### src/dma_arb_pkg.sv
// Purpose: Shared constants and carrier types for the DMA request arbiter
// Assumes: One 100 MHz clock; plain register port with 20-bit byte addresses
// Notes: Offsets are byte addresses on the register port
package dma_arb_pkg;

	localparam int ADDR_W = 20;
	localparam int CHANS = 8;

	localparam logic [19:0] BASE_LO_OFS = 20'h48230;
	localparam logic [19:0] BASE_HI_OFS = 20'h48232;
	localparam logic [19:0] IRQ_EN_OFS = 20'h40270;
	localparam logic [19:0] FLAG_OFS = 20'h40280;
	localparam logic [19:0] REQ_OFS = 20'h40290;
	localparam logic [19:0] DONE_IRQ_EN_OFS = 20'h40294;
	localparam logic [19:0] METHOD_OFS = 20'h4029F;
	localparam logic [19:0] PRIO_OFS = 20'h402A0;
	localparam logic [19:0] CTRL_OFS = 20'h402A4;
	localparam logic [19:0] STATUS_OFS = 20'h402A8;
	localparam logic [19:0] COUNT_LO_OFS = 20'h402B0;
	localparam logic [19:0] COUNT_HI_OFS = 20'h402B4;

	localparam int METHOD_BIT = 0;
	localparam int CTRL_EN_BIT = 0;
	localparam int STATUS_FAST_FLAG_BIT = 0;
	localparam int PRIO_FIELD_STRIDE = 4;
	localparam int PRIO_FIELD_W = 3;

	localparam logic METHOD_RST = 1'b1;
	localparam logic [31:0] BASE_RST = 32'h0000_0000;
	localparam logic [31:0] PRIO_RST = 32'h0000_0000;
	localparam logic [7:0] BYTE_RST = 8'h00;

	localparam int CLK_PERIOD_NS = 10;
	localparam int FAST_XFER_NS = 80;
	localparam int DESC_XFER_NS = 40;
	localparam logic [7:0] FAST_XFER_CYCLES = 8'(FAST_XFER_NS / CLK_PERIOD_NS);
	localparam logic [7:0] DESC_XFER_CYCLES = 8'(DESC_XFER_NS / CLK_PERIOD_NS);

	typedef enum logic [1:0] {SZ_BYTE, SZ_HALF, SZ_WORD} acc_size_e;

	typedef struct packed {
		logic [ADDR_W-1:0] addr;
		logic [31:0] wdata;
		logic wr;
		logic rd;
		acc_size_e size;
	} reg_req_s;

	typedef struct packed {
		logic fast;
		logic desc;
		logic [2:0] chan;
		logic cpu;
	} grant_s;

endpackage : dma_arb_pkg

### src/dma_req_arbiter.sv
// Purpose: Request arbitration, factor flags and base register for fast and descriptor DMA
// Assumes: Factor events, level and sleep come from logic on CLK; fast request is a pin
// Notes: One shared transfer circuit serves both kinds of transfer
// What this block does
// - Fast DMA wins over descriptor DMA and CPU
// - Fast request waits out running descriptor transfer
// - Descriptor and interrupt requests wait out fast transfer
// - All interrupts held during descriptor transfer
// - Triggers below current level are not accepted
// - Count zero clears request, keeps factor flag only if completion interrupt enabled
// - Completion interrupt disabled means no interrupt
// - Routed wake factor starts transfer, restarts oscillator
// - Priority fields are three bits, eight levels
// - Reset-only method: write one clears flag
// - Read/write method: write zero clears flag
// - Method bit selects clearing, reset default one
// - Base writes ignored, reads undefined during transfer
// - Half writes lower first, reads any order
// - Request flags share one byte, races undo
//
// The implementer's own choice: the plain strobed port.
`timescale 1ns/1ps
`default_nettype none
module dma_req_arbiter
	import dma_arb_pkg::*;
(
	input wire logic CLK,
	input wire logic RST,
	input wire reg_req_s REG_REQ,
	output logic [31:0] REG_RDATA,
	input wire logic FAST_REQ_PIN,
	input wire logic [7:0] FACTOR_EVT,
	input wire logic [3:0] CPU_LEVEL,
	input wire logic SLEEP_MODE,
	output logic IRQ_REQ,
	output logic [2:0] IRQ_PRIO,
	output logic [2:0] IRQ_SRC,
	output grant_s BUS_GRANT,
	output logic HS_OSC_RESTART
);

	typedef enum logic [1:0] {ST_IDLE, ST_FAST, ST_DESC} arb_state_e;

	function automatic logic [2:0] prio_of(input logic [31:0] w, input logic [2:0] ch);
		prio_of = w[32'(ch) * PRIO_FIELD_STRIDE +: PRIO_FIELD_W];
	endfunction : prio_of

	function automatic logic hit(input logic [ADDR_W-1:0] a, input logic [ADDR_W-1:0] ofs);
		hit = (a == ofs);
	endfunction : hit

	arb_state_e state_q;
	logic fast_meta_q, fast_sync_q, fast_prev_q, fast_pend_q, fast_flag_q;
	logic [31:0] base_q, prio_q, rdata_q;
	logic [15:0] base_hold_q;
	logic base_hold_ok_q, method_q, ctrl_en_q, irq_q, osc_q;
	logic [7:0] irq_en_q, flag_q, req_q, done_irq_en_q;
	logic [7:0] count_q [CHANS];
	logic [2:0] chan_q, irq_prio_q, irq_src_q;
	logic eng_busy, eng_done, start_fast, start_desc, busy, zero_evt, fast_rise;
	logic [7:0] trig, flag_set, flag_clr, chan_hot;
	logic [3:0] pick;
	logic found;
	logic [2:0] best_prio, best_src;
	logic wr, rd;

	assign wr = REG_REQ.wr;
	assign rd = REG_REQ.rd;
	assign busy = (state_q != ST_IDLE);

	// Fast request pin crosses in through two flops
	always_ff @(posedge CLK or posedge RST)
	begin
		if (RST)
		begin
			fast_meta_q <= 1'b0;
			fast_sync_q <= 1'b0;
			fast_prev_q <= 1'b0;
		end
		else
		begin
			fast_meta_q <= FAST_REQ_PIN;
			fast_sync_q <= fast_meta_q;
			fast_prev_q <= fast_sync_q;
		end
	end
	assign fast_rise = fast_sync_q && !fast_prev_q;

	// Pending fast request survives a descriptor transfer; a new edge beats the clear
	always_ff @(posedge CLK or posedge RST)
	begin
		if (RST)
			fast_pend_q <= 1'b0;
		else if (fast_rise)
			fast_pend_q <= 1'b1;
		else if (start_fast)
			fast_pend_q <= 1'b0;
	end

	// Eligible descriptor triggers: flag raised, routed, above the level
	always_comb
	begin
		trig = 8'h00;
		for (int i = 0; i < CHANS; i++)
			trig[i] = flag_q[i] && req_q[i] && ({1'b0, prio_of(prio_q, 3'(i))} > CPU_LEVEL);
		pick = 4'h0;
		for (int i = CHANS - 1; i >= 0; i--)
			if (trig[i])
				pick = {1'b1, 3'(i)};
	end

	// Fast always goes first when idle; nothing starts while the circuit is in use
	assign start_fast = !busy && ctrl_en_q && fast_pend_q;
	assign start_desc = !busy && ctrl_en_q && !fast_pend_q && pick[3];

	xfer_engine u_engine (
		.CLK(CLK),
		.RST(RST),
		.START(start_fast || start_desc),
		.LEN(start_fast ? FAST_XFER_CYCLES : DESC_XFER_CYCLES),
		.BUSY(eng_busy),
		.DONE(eng_done)
	);

	always_ff @(posedge CLK or posedge RST)
	begin
		if (RST)
		begin
			state_q <= ST_IDLE;
			chan_q <= 3'h0;
		end
		else
		begin
			unique case (state_q)
				ST_IDLE:
				begin
					if (start_fast)
						state_q <= ST_FAST;
					else if (start_desc)
					begin
						state_q <= ST_DESC;
						chan_q <= pick[2:0];
					end
				end
				ST_FAST, ST_DESC:
				begin
					if (eng_done)
						state_q <= ST_IDLE;
				end
			endcase
		end
	end

	assign chan_hot = 8'h01 << chan_q;
	assign zero_evt = (state_q == ST_DESC) && eng_done && (count_q[chan_q] <= 8'h01);

	always_ff @(posedge CLK or posedge RST)
	begin
		if (RST)
			for (int i = 0; i < CHANS; i++)
				count_q[i] <= BYTE_RST;
		else if (wr && hit(REG_REQ.addr, COUNT_LO_OFS))
			for (int i = 0; i < 4; i++)
				count_q[i] <= REG_REQ.wdata[i*8 +: 8];
		else if (wr && hit(REG_REQ.addr, COUNT_HI_OFS))
			for (int i = 0; i < 4; i++)
				count_q[i+4] <= REG_REQ.wdata[i*8 +: 8];
		else if ((state_q == ST_DESC) && eng_done && (count_q[chan_q] != 8'h00))
			count_q[chan_q] <= count_q[chan_q] - 8'h01;
	end

	// Factor flags: hardware sets win over any clear in the same cycle
	always_comb
	begin
		flag_set = FACTOR_EVT;
		if (zero_evt && done_irq_en_q[chan_q])
			flag_set = flag_set | chan_hot;
		flag_clr = 8'h00;
		if (wr && hit(REG_REQ.addr, FLAG_OFS))
			flag_clr = method_q ? REG_REQ.wdata[7:0] : ~REG_REQ.wdata[7:0];
		// Reset-only method consumes the trigger; read/write may retrigger
		if (start_desc && method_q)
			flag_clr = flag_clr | (8'h01 << pick[2:0]);
		if (zero_evt && !done_irq_en_q[chan_q])
			flag_clr = flag_clr | chan_hot;
	end

	always_ff @(posedge CLK or posedge RST)
	begin
		if (RST)
			flag_q <= BYTE_RST;
		else
			flag_q <= (flag_q & ~flag_clr) | flag_set;
	end

	// A CPU byte write lands on top of a completion clear in the same cycle
	always_ff @(posedge CLK or posedge RST)
	begin
		if (RST)
			req_q <= BYTE_RST;
		else if (wr && hit(REG_REQ.addr, REQ_OFS))
			req_q <= REG_REQ.wdata[7:0];
		else if (zero_evt)
			req_q <= req_q & ~chan_hot;
	end

	always_ff @(posedge CLK or posedge RST)
	begin
		if (RST)
		begin
			irq_en_q <= BYTE_RST;
			done_irq_en_q <= BYTE_RST;
			method_q <= METHOD_RST;
			prio_q <= PRIO_RST;
			ctrl_en_q <= 1'b0;
		end
		else if (wr)
		begin
			if (hit(REG_REQ.addr, IRQ_EN_OFS))
				irq_en_q <= REG_REQ.wdata[7:0];
			if (hit(REG_REQ.addr, DONE_IRQ_EN_OFS))
				done_irq_en_q <= REG_REQ.wdata[7:0];
			if (hit(REG_REQ.addr, METHOD_OFS))
				method_q <= REG_REQ.wdata[METHOD_BIT];
			if (hit(REG_REQ.addr, PRIO_OFS))
				prio_q <= REG_REQ.wdata & 32'h7777_7777;
			if (hit(REG_REQ.addr, CTRL_OFS))
				ctrl_en_q <= REG_REQ.wdata[CTRL_EN_BIT];
		end
	end

	always_ff @(posedge CLK or posedge RST)
	begin
		if (RST)
			fast_flag_q <= 1'b0;
		else if ((state_q == ST_FAST) && eng_done)
			fast_flag_q <= 1'b1;
		else if (wr && hit(REG_REQ.addr, STATUS_OFS) && REG_REQ.wdata[STATUS_FAST_FLAG_BIT])
			fast_flag_q <= 1'b0;
	end

	// Base: word write, or lower half then upper half; bytes and busy writes dropped
	always_ff @(posedge CLK or posedge RST)
	begin
		if (RST)
		begin
			base_q <= BASE_RST;
			base_hold_q <= 16'h0000;
			base_hold_ok_q <= 1'b0;
		end
		else if (wr && !busy)
		begin
			if (hit(REG_REQ.addr, BASE_LO_OFS) && (REG_REQ.size == SZ_WORD))
			begin
				base_q <= REG_REQ.wdata;
				base_hold_ok_q <= 1'b0;
			end
			else if (hit(REG_REQ.addr, BASE_LO_OFS) && (REG_REQ.size == SZ_HALF))
			begin
				base_hold_q <= REG_REQ.wdata[15:0];
				base_hold_ok_q <= 1'b1;
			end
			else if (hit(REG_REQ.addr, BASE_HI_OFS) && (REG_REQ.size == SZ_HALF)
				&& base_hold_ok_q)
			begin
				base_q <= {REG_REQ.wdata[15:0], base_hold_q};
				base_hold_ok_q <= 1'b0;
			end
		end
	end

	// Highest priority unrouted, enabled flag; nothing leaves while a transfer runs
	always_comb
	begin
		found = 1'b0;
		best_prio = 3'h0;
		best_src = 3'h0;
		for (int i = 0; i < CHANS; i++)
			if (flag_q[i] && irq_en_q[i] && !req_q[i]
				&& (!found || (prio_of(prio_q, 3'(i)) > best_prio)))
			begin
				found = 1'b1;
				best_prio = prio_of(prio_q, 3'(i));
				best_src = 3'(i);
			end
	end

	always_ff @(posedge CLK or posedge RST)
	begin
		if (RST)
		begin
			irq_q <= 1'b0;
			irq_prio_q <= 3'h0;
			irq_src_q <= 3'h0;
			osc_q <= 1'b0;
		end
		else
		begin
			irq_q <= !busy && !start_fast && !start_desc && found
				&& ({1'b0, best_prio} > CPU_LEVEL);
			irq_prio_q <= best_prio;
			irq_src_q <= best_src;
			osc_q <= SLEEP_MODE && ((FACTOR_EVT & req_q) != 8'h00);
		end
	end

	// Reads: base shows garbage-free zero while a transfer owns it
	always_ff @(posedge CLK or posedge RST)
	begin
		if (RST)
			rdata_q <= 32'h0000_0000;
		else if (rd)
		begin
			rdata_q <= 32'h0000_0000;
			if (hit(REG_REQ.addr, BASE_LO_OFS) && !busy && (REG_REQ.size == SZ_WORD))
				rdata_q <= base_q;
			else if (hit(REG_REQ.addr, BASE_LO_OFS) && !busy && (REG_REQ.size == SZ_HALF))
				rdata_q <= {16'h0000, base_q[15:0]};
			else if (hit(REG_REQ.addr, BASE_HI_OFS) && !busy && (REG_REQ.size == SZ_HALF))
				rdata_q <= {16'h0000, base_q[31:16]};
			else if (hit(REG_REQ.addr, IRQ_EN_OFS))
				rdata_q <= {24'h000000, irq_en_q};
			else if (hit(REG_REQ.addr, FLAG_OFS))
				rdata_q <= {24'h000000, flag_q};
			else if (hit(REG_REQ.addr, REQ_OFS))
				rdata_q <= {24'h000000, req_q};
			else if (hit(REG_REQ.addr, DONE_IRQ_EN_OFS))
				rdata_q <= {24'h000000, done_irq_en_q};
			else if (hit(REG_REQ.addr, METHOD_OFS))
				rdata_q <= {31'h0000_0000, method_q};
			else if (hit(REG_REQ.addr, PRIO_OFS))
				rdata_q <= prio_q;
			else if (hit(REG_REQ.addr, CTRL_OFS))
				rdata_q <= {31'h0000_0000, ctrl_en_q};
			else if (hit(REG_REQ.addr, STATUS_OFS))
				rdata_q <= {24'h000000, fast_pend_q, chan_q, busy, eng_busy,
					state_q == ST_DESC, fast_flag_q};
			else if (hit(REG_REQ.addr, COUNT_LO_OFS))
				rdata_q <= {count_q[3], count_q[2], count_q[1], count_q[0]};
			else if (hit(REG_REQ.addr, COUNT_HI_OFS))
				rdata_q <= {count_q[7], count_q[6], count_q[5], count_q[4]};
		end
	end

	assign REG_RDATA = rdata_q;
	assign IRQ_REQ = irq_q;
	assign IRQ_PRIO = irq_prio_q;
	assign IRQ_SRC = irq_src_q;
	assign HS_OSC_RESTART = osc_q;
	assign BUS_GRANT = '{fast: state_q == ST_FAST, desc: state_q == ST_DESC,
		chan: chan_q, cpu: !busy};

	a_fast_first: assert property (@(posedge CLK) disable iff (RST)
		(!busy && ctrl_en_q && fast_pend_q) |=> (state_q == ST_FAST))
		else $error("fast request not granted first");
	a_fast_waits: assert property (@(posedge CLK) disable iff (RST)
		(state_q == ST_DESC) && fast_rise |=> (state_q != ST_FAST) && fast_pend_q)
		else $error("fast request cut into descriptor transfer");
	a_desc_after_fast: assert property (@(posedge CLK) disable iff (RST)
		(state_q == ST_FAST) |-> !start_desc ##1 (state_q != ST_DESC))
		else $error("descriptor start during fast transfer");
	a_irq_held: assert property (@(posedge CLK) disable iff (RST)
		(state_q == ST_DESC) [*2] |-> !IRQ_REQ)
		else $error("interrupt raised during descriptor transfer");
	a_level_gate: assert property (@(posedge CLK) disable iff (RST)
		start_desc |-> ({1'b0, prio_of(prio_q, pick[2:0])} > CPU_LEVEL))
		else $error("trigger accepted at or below level");
	a_zero_done: assert property (@(posedge CLK) disable iff (RST)
		zero_evt && done_irq_en_q[chan_q] && !(wr && hit(REG_REQ.addr, REQ_OFS))
		|=> !req_q[$past(chan_q)] && flag_q[$past(chan_q)])
		else $error("completion did not clear request and keep flag");
	a_no_irq_off: assert property (@(posedge CLK) disable iff (RST)
		zero_evt && !done_irq_en_q[chan_q] && !FACTOR_EVT[chan_q]
		|=> !flag_q[$past(chan_q)])
		else $error("disabled completion left a flag");
	// A completion with its interrupt off also clears a bit, so it is kept out here
	a_clear_one: assert property (@(posedge CLK) disable iff (RST)
		method_q && wr && hit(REG_REQ.addr, FLAG_OFS) && (flag_set == 8'h00)
		&& !start_desc && !zero_evt
		|=> flag_q == ($past(flag_q) & ~$past(REG_REQ.wdata[7:0])))
		else $error("reset-only clear wrong");
	a_clear_zero: assert property (@(posedge CLK) disable iff (RST)
		!method_q && wr && hit(REG_REQ.addr, FLAG_OFS) && (flag_set == 8'h00) && !zero_evt
		|=> flag_q == ($past(flag_q) & $past(REG_REQ.wdata[7:0])))
		else $error("read/write clear wrong");
	a_base_lock: assert property (@(posedge CLK) disable iff (RST)
		busy |=> $stable(base_q))
		else $error("base changed during transfer");

endmodule : dma_req_arbiter
`default_nettype wire

### src/xfer_engine.sv
// Purpose: Shared transfer circuit used by fast and descriptor transfers
// Assumes: Start is only raised while idle
// Notes: Done is a one-cycle pulse on the last busy cycle
`timescale 1ns/1ps
`default_nettype none
module xfer_engine
	import dma_arb_pkg::*;
(
	input wire logic CLK,
	input wire logic RST,
	input wire logic START,
	input wire logic [7:0] LEN,
	output logic BUSY,
	output logic DONE
);

	logic [7:0] left_q;
	logic busy_q;

	always_ff @(posedge CLK or posedge RST)
	begin
		if (RST)
		begin
			left_q <= BYTE_RST;
			busy_q <= 1'b0;
		end
		else if (START && !busy_q)
		begin
			// A zero length still takes one cycle
			left_q <= (LEN == 8'h00) ? 8'h01 : LEN;
			busy_q <= 1'b1;
		end
		else if (busy_q)
		begin
			left_q <= left_q - 8'h01;
			if (left_q == 8'h01)
				busy_q <= 1'b0;
		end
	end

	assign BUSY = busy_q;
	assign DONE = busy_q && (left_q == 8'h01);

endmodule : xfer_engine
`default_nettype wire
### config.mk
export PLATFORM = sky130hd
export DESIGN_NAME = dma_req_arbiter
export DESIGN_NICKNAME = d
export VERILOG_FILES = /design/src/dma_arb_pkg.sv /design/src/dma_req_arbiter.sv /design/src/xfer_engine.sv
export SDC_FILE = /design/constraint.sdc
export NUM_CORES = 1
export LEC_CHECK = 0
export BUFFER_PORTS_ARGS = -buffer_cell sky130_fd_sc_hd__buf_2
export CORE_ASPECT_RATIO = 0.75
export CORE_MARGIN = 2
export CORE_UTILIZATION = 29
export CTS_CLUSTER_DIAMETER = 80
export DETAILED_ROUTE_END_ITERATION = 16
export GPL_ROUTABILITY_DRIVEN = 0
export HOLD_SLACK_MARGIN = 0.15
export PLACE_DENSITY = 0.44
export SLEW_MARGIN = 10
export SYNTH_ARGS = -nofsm -noshare
export SYNTH_HDL_FRONTEND = slang
export SYNTH_SLANG_ARGS = --single-unit
### constraint.sdc
create_clock -name CLK -period 11.25 [get_ports CLK]
set_input_delay 0.5625 -clock CLK [delete_from_list [all_inputs] [get_ports CLK]]
set_output_delay 0.5625 -clock CLK [all_outputs]
set_load 0.01 [all_outputs]
# --- After elaboration in Yosys (flattened, before gate mapping) ---
# Index checks and enable logic that the tools add are counted.
totals:
  ff_bits: 230
  input_bits: 72
  word_cells: 306
classes:
  add_sub_neg: 2
  magnitude_cmp: 20
  eq_ne: 21
  shift: 2
  muxes: 84
  bitwise: 14
  reduce_logical: 131
ops:
  columns: ["operator", "count"]
  rows:
  - ["2-to-1 mux 32 bit", 19]
  - ["== test 20 x 19 -> 1 bit (second input constant)", 12]
  - ["2-to-1 mux 8 bit", 12]
  - ["logical AND 1 bit", 75]
  - ["bitwise mux 64 bit", 1]
  - ["2-to-1 mux 64 bit", 1]
  - ["2-to-1 mux 3 bit", 14]
  - ["2-to-1 mux 4 bit", 10]
  - ["greater-than comparator 3 x 4 -> 1 bit", 9]
  - ["bitwise OR 8 bit", 4]
  - ["AND 8 bit", 3]
  - ["binary-select mux 8 bit (select 3 bit)", 1]
  - ["demux 8 bit (select 3 bit)", 1]
  - ["inverter 8 bit", 3]
  - ["logical NOT 1 bit", 22]
  - ["greater-than comparator 3 bit", 7]
  - ["2-to-1 mux 1 bit", 20]
  - ["AND reduction 2 bit", 9]
  - ["nonzero test 2 bit", 8]
  - ["nonzero test 8 bit", 2]
  - ["left shift 1 x 3 -> 8 bit (first input constant)", 2]
  - ["subtractor 8 x 1 -> 8 bit (second input constant)", 2]
  - ["AND reduction 3 bit", 3]
  - ["== test 8 x 1 -> 1 bit (second input constant)", 1]
  - ["18 further kinds", 33]

# --- Depth between registers and ports, before layout ---
# Gate-level depths: netlist of the first run.
logic_depth:
  ltp_word: 33
  ltp_mapped: 57

# --- Hierarchy ---
# A second synthesis of the first run with hierarchy kept.
hier_totals:
  cells_unflattened: 1400
  area_unflattened_um2: 14078.5
by_module_without_submodules:
  columns: ["mod", "instances", "cells_per_inst", "area_each_um2", "seq_area_each_um2"]
  rows:
  - ["dma_req_arbiter", 1, 1339, 13516.7, 5531.6]
  - ["xfer_engine", 1, 61, 561.8, 225.2]

# --- Least setup slack after synthesis of the first run ---
# No wires, ideal clock.
synth_path:
  path_type: "reg2reg"
  from: "reg req_q[0]"
  to: "reg irq_q, in the netlist IRQ_REQ"
  setup_time_ns: 0.132
  t_arrival_ns: 9.989
  required_ns: 11.118
  path_slack_ns: 1.129
  path_stages_with_launch: 57
  n_path_buf: 2
  synth_period_minus_slack_ns: 10.121
  cell_sequence: "dfrtp_1 -> and3b_1 -> buf_2 -> nand2_1 -> ha_1 -> and3b_1 -> o21ai_1 -> a211oi_1 -> or2_2 -> ha_1 -> and3_1 -> a21oi_1 -> o21a_1 -> a221oi_1 -> or2_2 -> ha_1 -> nand3b_1 -> a32oi_1 -> (+21 left out) -> o21ai_0 -> inv_1 -> a21oi_1 -> o21bai_1 -> ha_1 -> nor2b_1 -> o21ai_0 -> a32oi_1 -> nor2_1 -> or2_2 -> clkbuf_1 -> o31ai_1 -> o2bb2ai_1 -> ha_1 -> nor2b_1 -> o21a_1 -> o21ai_0 -> a211oi_1"
synth_between:
  elab_chain_len: 33
synth_rtl:
  columns: ["item", "line_no", "text"]
  rows:
  - ["from (decl)", "dma_req_arbiter.sv:57", "logic [7:0] irq_en_q, flag_q, req_q, done_irq_en_q;"]
  - ["from (signal assigned)", "dma_req_arbiter.sv:202", "req_q <= REG_REQ.wdata[7:0];"]
  - ["from (signal assigned)", "dma_req_arbiter.sv:204", "req_q <= req_q & ~chan_hot;"]
  - ["logical NOT 1 bit *", "dma_req_arbiter.sv:279", "if (flag_q[i] && irq_en_q[i] && !req_q[i]"]
  - ["logical AND 1 bit *", "dma_req_arbiter.sv:279", null]
  - ["2-to-1 mux 3 bit / 2-to-1 mux 1 bit (equally long branches)", "dma_req_arbiter.sv:279", null]
  - ["greater-than comparator 3 bit / logical NOT 1 bit (equally long branches)", "dma_req_arbiter.sv:280", "&& (!found || (prio_of(prio_q, 3'(i)) > best_prio)))"]
  - ["logical OR 1 bit", "dma_req_arbiter.sv:280", null]
  - ["logical AND 1 bit", "dma_req_arbiter.sv:280", null]
  - ["2-to-1 mux 3 bit / 2-to-1 mux 1 bit (equally long branches)", "dma_req_arbiter.sv:279", null]
  - ["greater-than comparator 3 bit / logical NOT 1 bit (equally long branches)", "dma_req_arbiter.sv:280", null]
  - ["(+18 left out)", null, null]
  - ["2-to-1 mux 3 bit / 2-to-1 mux 1 bit (equally long branches)", "dma_req_arbiter.sv:279", null]
  - ["greater-than comparator 3 bit / logical NOT 1 bit (equally long branches)", "dma_req_arbiter.sv:280", null]
  - ["logical OR 1 bit", "dma_req_arbiter.sv:280", null]
  - ["logical AND 1 bit", "dma_req_arbiter.sv:280", null]
  - ["2-to-1 mux 3 bit *", "dma_req_arbiter.sv:279", null]
  - ["net best_prio[1]", "dma_req_arbiter.sv:64", "logic [2:0] best_prio, best_src;"]
  - ["greater-than comparator 3 x 4 -> 1 bit *", "dma_req_arbiter.sv:300", "&& ({1'b0, best_prio} > CPU_LEVEL);"]
  - ["logical AND 1 bit *", "dma_req_arbiter.sv:300", null]
  - ["to (signal assigned)", "dma_req_arbiter.sv:299", "irq_q <= !busy && !start_fast && !start_desc && found"]
  - ["to (decl)", "dma_req_arbiter.sv:56", "logic base_hold_ok_q, method_q, ctrl_en_q, irq_q, osc_q;"]
# Mark *: on every way through the listed nets, which the timed path passes. The rest lies on a longest branch.
# A chain may end at the register's enable or synchronous reset.

# --- Worst setup path after layout of the first run ---
# Ends and elaborated chain as after synthesis.

==> results of run 1 <==
-- final cells by class --
class / instances / area share
Timing Repair Buffer: 141 / 0.0489
Sequential cell: 230 / 0.359
Multi-Input combinational cell: 1037 / 0.474
Clock inverter: 9 / 0.00969
Inverter: 40 / 0.00984
Clock buffer: 38 / 0.0479
Tap cell: 639 / 0.0499
-- state kept, by name (all words and copies together) (netlist names), 8 cells and up --
name             cells
count_q             64
REG_RDATA           32
base_q              32
prio_q              24
base_hold_q         16
done_irq_en_q        8
flag_q               8
irq_en_q             8
req_q                8
u_engine.left_q      8
-- worst max-delay path: cells and delay by family, from the launching register on --
kind                     cells  cell delay [ns]
adder cells (fa/ha/maj)      8             2.33
flip-flops                   1             0.45
buffers and inverters        2             0.22
AND/OR/NAND/NOR             19             3.34
AO/OA/AOI/OAI               25             4.01
-- per-layer routing --
layer  vias to the layer above  GRT usage  wire length (um)
met5                         -          0                 0
met4                         0     0.0506              1230
met3                        79     0.0381              4050
met2                       503      0.309             22000
met1                      6102      0.347             27500
li1                       5401          -                 -
-- cells by family (layout without fill, tap and decap cells) --
family | Yosys count | after routing | synth area share
compound gates | 384 | 384 | 0.186
flops | 230 | 230 | 0.418
mux | 153 | 153 | 0.138
xor+xnor | 18 | 18 | 0.0115
buf+inv | 115 | 228 | 0.0366
fa+ha+maj | 55 | 55 | 0.0500
simple gates | 427 | 427 | 0.160
-- worst paths after layout --
| kind | depth (start not counted) | start | to | slack [ns] |
|---|---|---|---|---|
| setup / recovery | 54 | req_q[0]$_DFFE_PP0P_ | IRQ_REQ$_DFF_PP0_ | 0.73 |
| setup reg to reg | 54 | req_q[0]$_DFFE_PP0P_ | IRQ_REQ$_DFF_PP0_ | 0.73 |
| hold / removal | 2 | FACTOR_EVT[2] | flag_q[2]$_DFF_PP0_ | 0.22 |
| hold reg to reg | 0 | fast_meta_q$_DFF_PP0_ | fast_sync_q$_DFF_PP0_ | 0.35 |
| min in group asynchronous | 3 | RST | base_hold_q[5]$_DFFE_PP0P_ | 0.60 |
| max in group asynchronous | 4 | RST | IRQ_PRIO[2]$_DFF_PP0_ | 9.26 |
-- through the flow --
| step | setup slack (ns) | std cells | util | area, um^2 | TNS, ns |
|---|---|---|---|---|---|
| 6_report | 0.730 | 2134 | 0.340 | 16000 | 0 |
| 5_1_grt | -0.0390 | 2134 | 0.340 | 16000 | -0.0390 |
| 4_1_cts | 0.0585 | 2130 | 0.338 | 15900 | 0 |
| 3_5_place_dp | -0.217 | 2081 | 0.318 | 15000 | -0.217 |
| 3_3_place_gp | 0.241 | 2081 | 0.318 | 15000 | 0 |
| 2_1_floorplan | 1.13 | 1382 | - | 13800 | 0 |
-- cells in the final DEF (no fill, tap or decap), types with 7 or more instances in the layout --
cell       netlist  final
or2_2           11     11
ha_1            55     55
clkbuf_16        0     27
mux2i_1         73     73
a222oi_1        25     25
a22oi_1         39     39
o211ai_1        10     10
buf_4            3     21
o21ai_2          4      7
o21ai_0         93     90
a21oi_1         75     72
a221oi_1        10     10
mux2_2          57     57
nor2b_1         18     18
and3b_1          8      7
nor2_1         109    105
o21a_1          16     14
xor2_1          13     13
a211oi_1         9      9
nand2b_1         9      9
o22ai_1          7      7
nand3_1         31     31
nand4_1          7      7
mux4_1          13     13
inv_1           40     39
dfrtp_1        229    229
buf_2           16    117
a31oi_1         29     29
a211o_1          7      7
nand2_1        144    143
nor3_1          28     28
-- report_power, final --
group / total, uW / leakage [uW] / internal [uW] / switching (uW)
sequential: 875 / 0.00308 / 851 / 23.7
combinational: 212 / 0.00355 / 70.2 / 142
clock: 938 / 0.000449 / 564 / 374
-- timing repair --
action,CTS,global route
gates resized for setup,3,14
pin swaps,0,1
endpoints found under the hold margin,69,0
endpoints found under the setup margin,1,6
hold buffers,2,0
buffers inserted,0,4
==> flow_summary.json, run 1 <==
{
  "drcViolationCount": 0,
  "fmax_mhz": 95.1,
  "root_buffer": "clkbuf_16",
  "fillers": 4889,
  "finalSetupViolCount": 0,
  "synth_edf_count": 0,
  "crit_type": "reg -> reg",
  "fp.dieH_um": 193,
  "track_usage": 0.221,
  "end_kind": "register",
  "htreeDepth": 1,
  "finalClockSkew_ns": 0.0290,
  "synthCells": 1382,
  "p_total_uw": 2030,
  "worst_slew_pin_slew_ns": 1.26,
  "cp_max_fo": 7,
  "grt_pass1_wl_mm": 81.4,
  "slew_viol_final": 0,
  "grt_overflow": 0,
  "coreArea_um2": 47100,
  "arrival_ns": 10.92,
  "synthesis.yosys.warnings": 0,
  "crit_top_cell": "ha_1",
  "synth_top_area_frac": 0.416,
  "grt_pass1_vias": 11600,
  "synth_common_cells": "229 x dfrtp_1, 144 x nand2_1, 109 x nor2_1",
  "antenna_found_initial": 1,
  "synth_top_area_cell": "dfrtp_1",
  "ys_seq_elements": 230,
  "areaGrowthSynthToFinish_pct": 16.4,
  "period_share": 0.935,
  "start_util": 0.292,
  "register_area_um2": 5760,
  "drive_above_1_share": 0.205,
  "status": "finished, final reports clean",
  "clkLatencyLatePin_ns": 0.56,
  "grt_max_degree": 162,
  "cts.path.max_buffers": 3,
  "nets": 1603,
  "num_rows": 69,
  "place_hpwl_mm": 39.5,
  "fin_crit_ns": 10.52,
  "ir_drop_mv": 0.0973,
  "async_reset_ff_frac": 1.00,
  "die-area_um2": 49200,
  "crit_required_ns": 11.65,
  "netlist_area_um2": 13800,
  "tritoncts": "built",
  "critPathMaxStageDelay_ns": 0.45,
  "hp-class": "in -> reg",
  "p_leak_uw": 0.00707,
  "syn_area_per_cell_um2": 9.96,
  "die_width_um": 256,
  "viasPerCell": 5.66,
  "maxCapViolations": 0,
  "num_antenna_cells": 0,
  "synth.most_common_cell": "dfrtp_1",
  "portBuffers": 117,
  "multi_input_area_um2": 7600,
  "synth_cell_type_count": 90,
  "cts_buffers": 26,
  "finalHoldViolCount": 0,
  "vias": 12100,
  "io_pins": 118,
  "ys.flop_type": "dfrtp_1",
  "fin_hold_ws_ns": 0.215,
  "drt-total-wl_mm": 54.7,
  "crit_path_top_delay_cell": "dfrtp_1",
  "drt.antenna.violating_nets": 0,
  "first_pass_iters": 8,
  "drt_iter0_markers": 1575,
  "startpoint_type": "register",
  "slew_headroom": 0.153,
  "yosys-top-cells-area": "dfrtp_1 42%, mux2i_1 5.3%, ha_1 5.0%",
  "synthesis.nets": 1509,
  "clock_sinks": 230,
  "wire_per_inst_um": 25.6,
  "cts.clk_slew.worst_paths_ns": 0.06,
  "seq_area_frac_synth": 0.418,
  "powerDensity_nw_per_um2": 126
}
No activity file was read; power rests on OpenSTA's default activity.
==> run 2: changes to the inputs <==
--- a/config.mk
+++ b/config.mk
@@ -8,12 +8,12 @@
 export BUFFER_PORTS_ARGS = -buffer_cell sky130_fd_sc_hd__buf_2
 export CORE_ASPECT_RATIO = 0.75
 export CORE_MARGIN = 2
-export CORE_UTILIZATION = 29
+export CORE_UTILIZATION = 35
 export CTS_CLUSTER_DIAMETER = 80
 export DETAILED_ROUTE_END_ITERATION = 16
 export GPL_ROUTABILITY_DRIVEN = 0
 export HOLD_SLACK_MARGIN = 0.15
-export PLACE_DENSITY = 0.44
+export PLACE_DENSITY = 0.51
 export SLEW_MARGIN = 10
 export SYNTH_ARGS = -nofsm -noshare
 export SYNTH_HDL_FRONTEND = slang
==> run 2 against run 1 <==
Sequential power is essentially flat. Power fell by 1.2%. Clock power decreased by 2.2%. Non-clock buffer count shrank 4. Setup slack improved by 0.00083 ns. Clock-buffer cell count decreased by 1. Combinational power shrank 2%. Global-route usage grew 3.4 points. Die area decreased by 17%.
==> flow_summary.json, run 2 (synthesized netlist as in run 1, its figures left out) <==
{
  "status": "finished, final reports clean",
  "slew_headroom": 0.0824,
  "drt.antenna.violating_nets": 0,
  "grt_pass1_vias": 11700,
  "rrSetupSlack_ns": 0.73,
  "p_comb_frac": 0.103,
  "clkLatencyLatePin_ns": 0.56,
  "num_rows": 62,
  "rr_endpoint": "IRQ_REQ$_DFF_PP0_",
  "p_clk_frac": 0.458,
  "end_kind": "register",
  "grt_max_degree": 113,
  "first_pass_iters": 6,
  "finalHoldViolCount": 0,
  "powerDensity_nw_per_um2": 127,
  "cts_buffers": 26,
  "die_width_um": 233,
  "root_buffer": "clkbuf_16",
  "portBuffers": 117,
  "cts.path.max_buffers": 3,
  "viasPerCell": 5.99,
  "final_core_util": 0.409,
  "period_share": 0.935,
  "crit_type": "reg -> reg",
  "arrival_ns": 10.93,
  "switching_share": 0.263,
  "io_pins": 118,
  "hp-class": "in -> async",
  "ir_drop_mv": 0.0886,
  "fp.dieH_um": 176,
  "vias": 12000,
  "worst_slew_pin_slew_ns": 1.37,
  "grt_pass1_wl_mm": 77.8,
  "cp_max_fo": 7,
  "final_common_cell": "dfrtp_1",
  "p_leak_uw": 0.00703,
  "wire_per_inst_um": 25.9,
  "die-area_um2": 40900,
  "track_usage": 0.255,
  "top_register": "count_q",
  "finalClockSkew_ns": 0.0154,
  "crit_top_cell": "ha_1",
  "drcViolationCount": 0,
  "tritoncts": "built",
  "grt_overflow": 0,
  "fin_crit_ns": 10.52,
  "pwr-share-seq": 0.438,
  "startpoint_type": "register",
  "coreArea_um2": 38600,
  "slew_viol_final": 0,
  "antenna_found_initial": 1,
  "r2r_cells": 54,
  "clock_sinks": 230,
  "place_hpwl_mm": 37.0,
  "maxCapViolations": 0,
  "start_util": 0.357,
  "internal-power_uw": 1480,
  "place_ws_ns": -0.0915,
  "layoutNonFillerInstCount": 2001,
  "crit_required_ns": 11.66,
  "largest_reg_flops": 64,
  "drt-total-wl_mm": 51.8,
  "final_cell_mix": "229 x dfrtp_1, 143 x nand2_1, 117 x buf_2",
  "placedCellCount": 1952,
  "setup_tns_ns": 0,
  "nets": 1599,
  "critPathMaxStageDelay_ns": 0.45,
  "areaGrowthSynthToFinish_pct": 14.7,
  "drive_above_1_share": 0.203,
  "drt_iter0_markers": 1333,
  "fin_ws_ns": 0.731,
  "regToRegStartpoint": "req_q[0]$_DFFE_PP0P_",
  "fmax_mhz": 95.1,
  "cts.clk_slew.worst_paths_ns": 0.06,
  "num_antenna_cells": 0,
  "htreeDepth": 1,
  "crit_path_top_delay_cell": "dfrtp_1",
  "finalSetupViolCount": 0,
  "switching_power_uw": 526
}
-- run 2: power groups by stage --
stage          Sequential (uW)  Combinational [uW]  Clock (uW)
2_1_floorplan              887                 123           0
3_3_place_gp               892                 203           0
3_5_place_dp               892                 206           0
4_1_cts                    877                 206         933
5_1_grt                    881                 230         966
6_report                   877                 207         917
-- run 2: cell type report --
cell class	count	area, um^2
clock inverter	8	145
clock buffer	37	753
tap	512	641
sequential	230	5760
inverter	40	158
timing repair buffer	137	738
multi-input combinational	1037	7590
fill	3761	22800
-- run 2: worst max path at each step --
| stage | start | endpoint | slack [ns] | cells after the start |
|---|---|---|---|---|
| 2_1_floorplan | req_q[0]$_DFFE_PP0P_ | IRQ_REQ$_DFF_PP0_ | 1.13 | 56 |
| 3_3_place_gp | req_q[0]$_DFFE_PP0P_ | IRQ_REQ$_DFF_PP0_ | 0.29 | 54 |
| 3_5_place_dp | req_q[0]$_DFFE_PP0P_ | IRQ_REQ$_DFF_PP0_ | -0.09 | 54 |
| 4_1_cts | req_q[0]$_DFFE_PP0P_ | IRQ_REQ$_DFF_PP0_ | 0.04 | 54 |
| 5_1_grt | req_q[0]$_DFFE_PP0P_ | IRQ_REQ$_DFF_PP0_ | -0.09 | 54 |
| 6_report | req_q[0]$_DFFE_PP0P_ | IRQ_REQ$_DFF_PP0_ | 0.73 | 54 |
-- run 2: critical path, delay by kind of cell (launching register included) --
kind | cells | cell delay (ns)
fa+ha+maj | 8 | 2.34
compound gates | 25 | 4.06
buf+inv | 2 | 0.20
flops | 1 | 0.45
simple gates | 19 | 3.31
-- run 2: stage by stage --
stage | hold WS [ns] | total power [uW] | instance area [um^2]
global placement | 0.336 | 1090 | 14800
global route | 0.217 | 2080 | 15800
finish | 0.132 | 2000 | 15800
floorplan | 0.331 | 1010 | 13800
CTS | 0.197 | 2020 | 15700
detailed placement | 0.341 | 1100 | 14800
-- run 2: timing repair --
item,4_1_cts,5_1_grt
resized for setup,2,16
hold buffers,1,0
pin swaps,0,1
buffers inserted,0,3
setup endpoints to repair,1,4
endpoints found under the hold margin,1,0
-- run 2: routing by layer --
layer | vias up | global-route usage | wire, um
met5 | - | 0 | 0
li1 | 5382 | - | -
met3 | 72 | 0.0737 | 5140
met1 | 5992 | 0.385 | 24300
met4 | 0 | 0.0589 | 1230
met2 | 534 | 0.354 | 21100
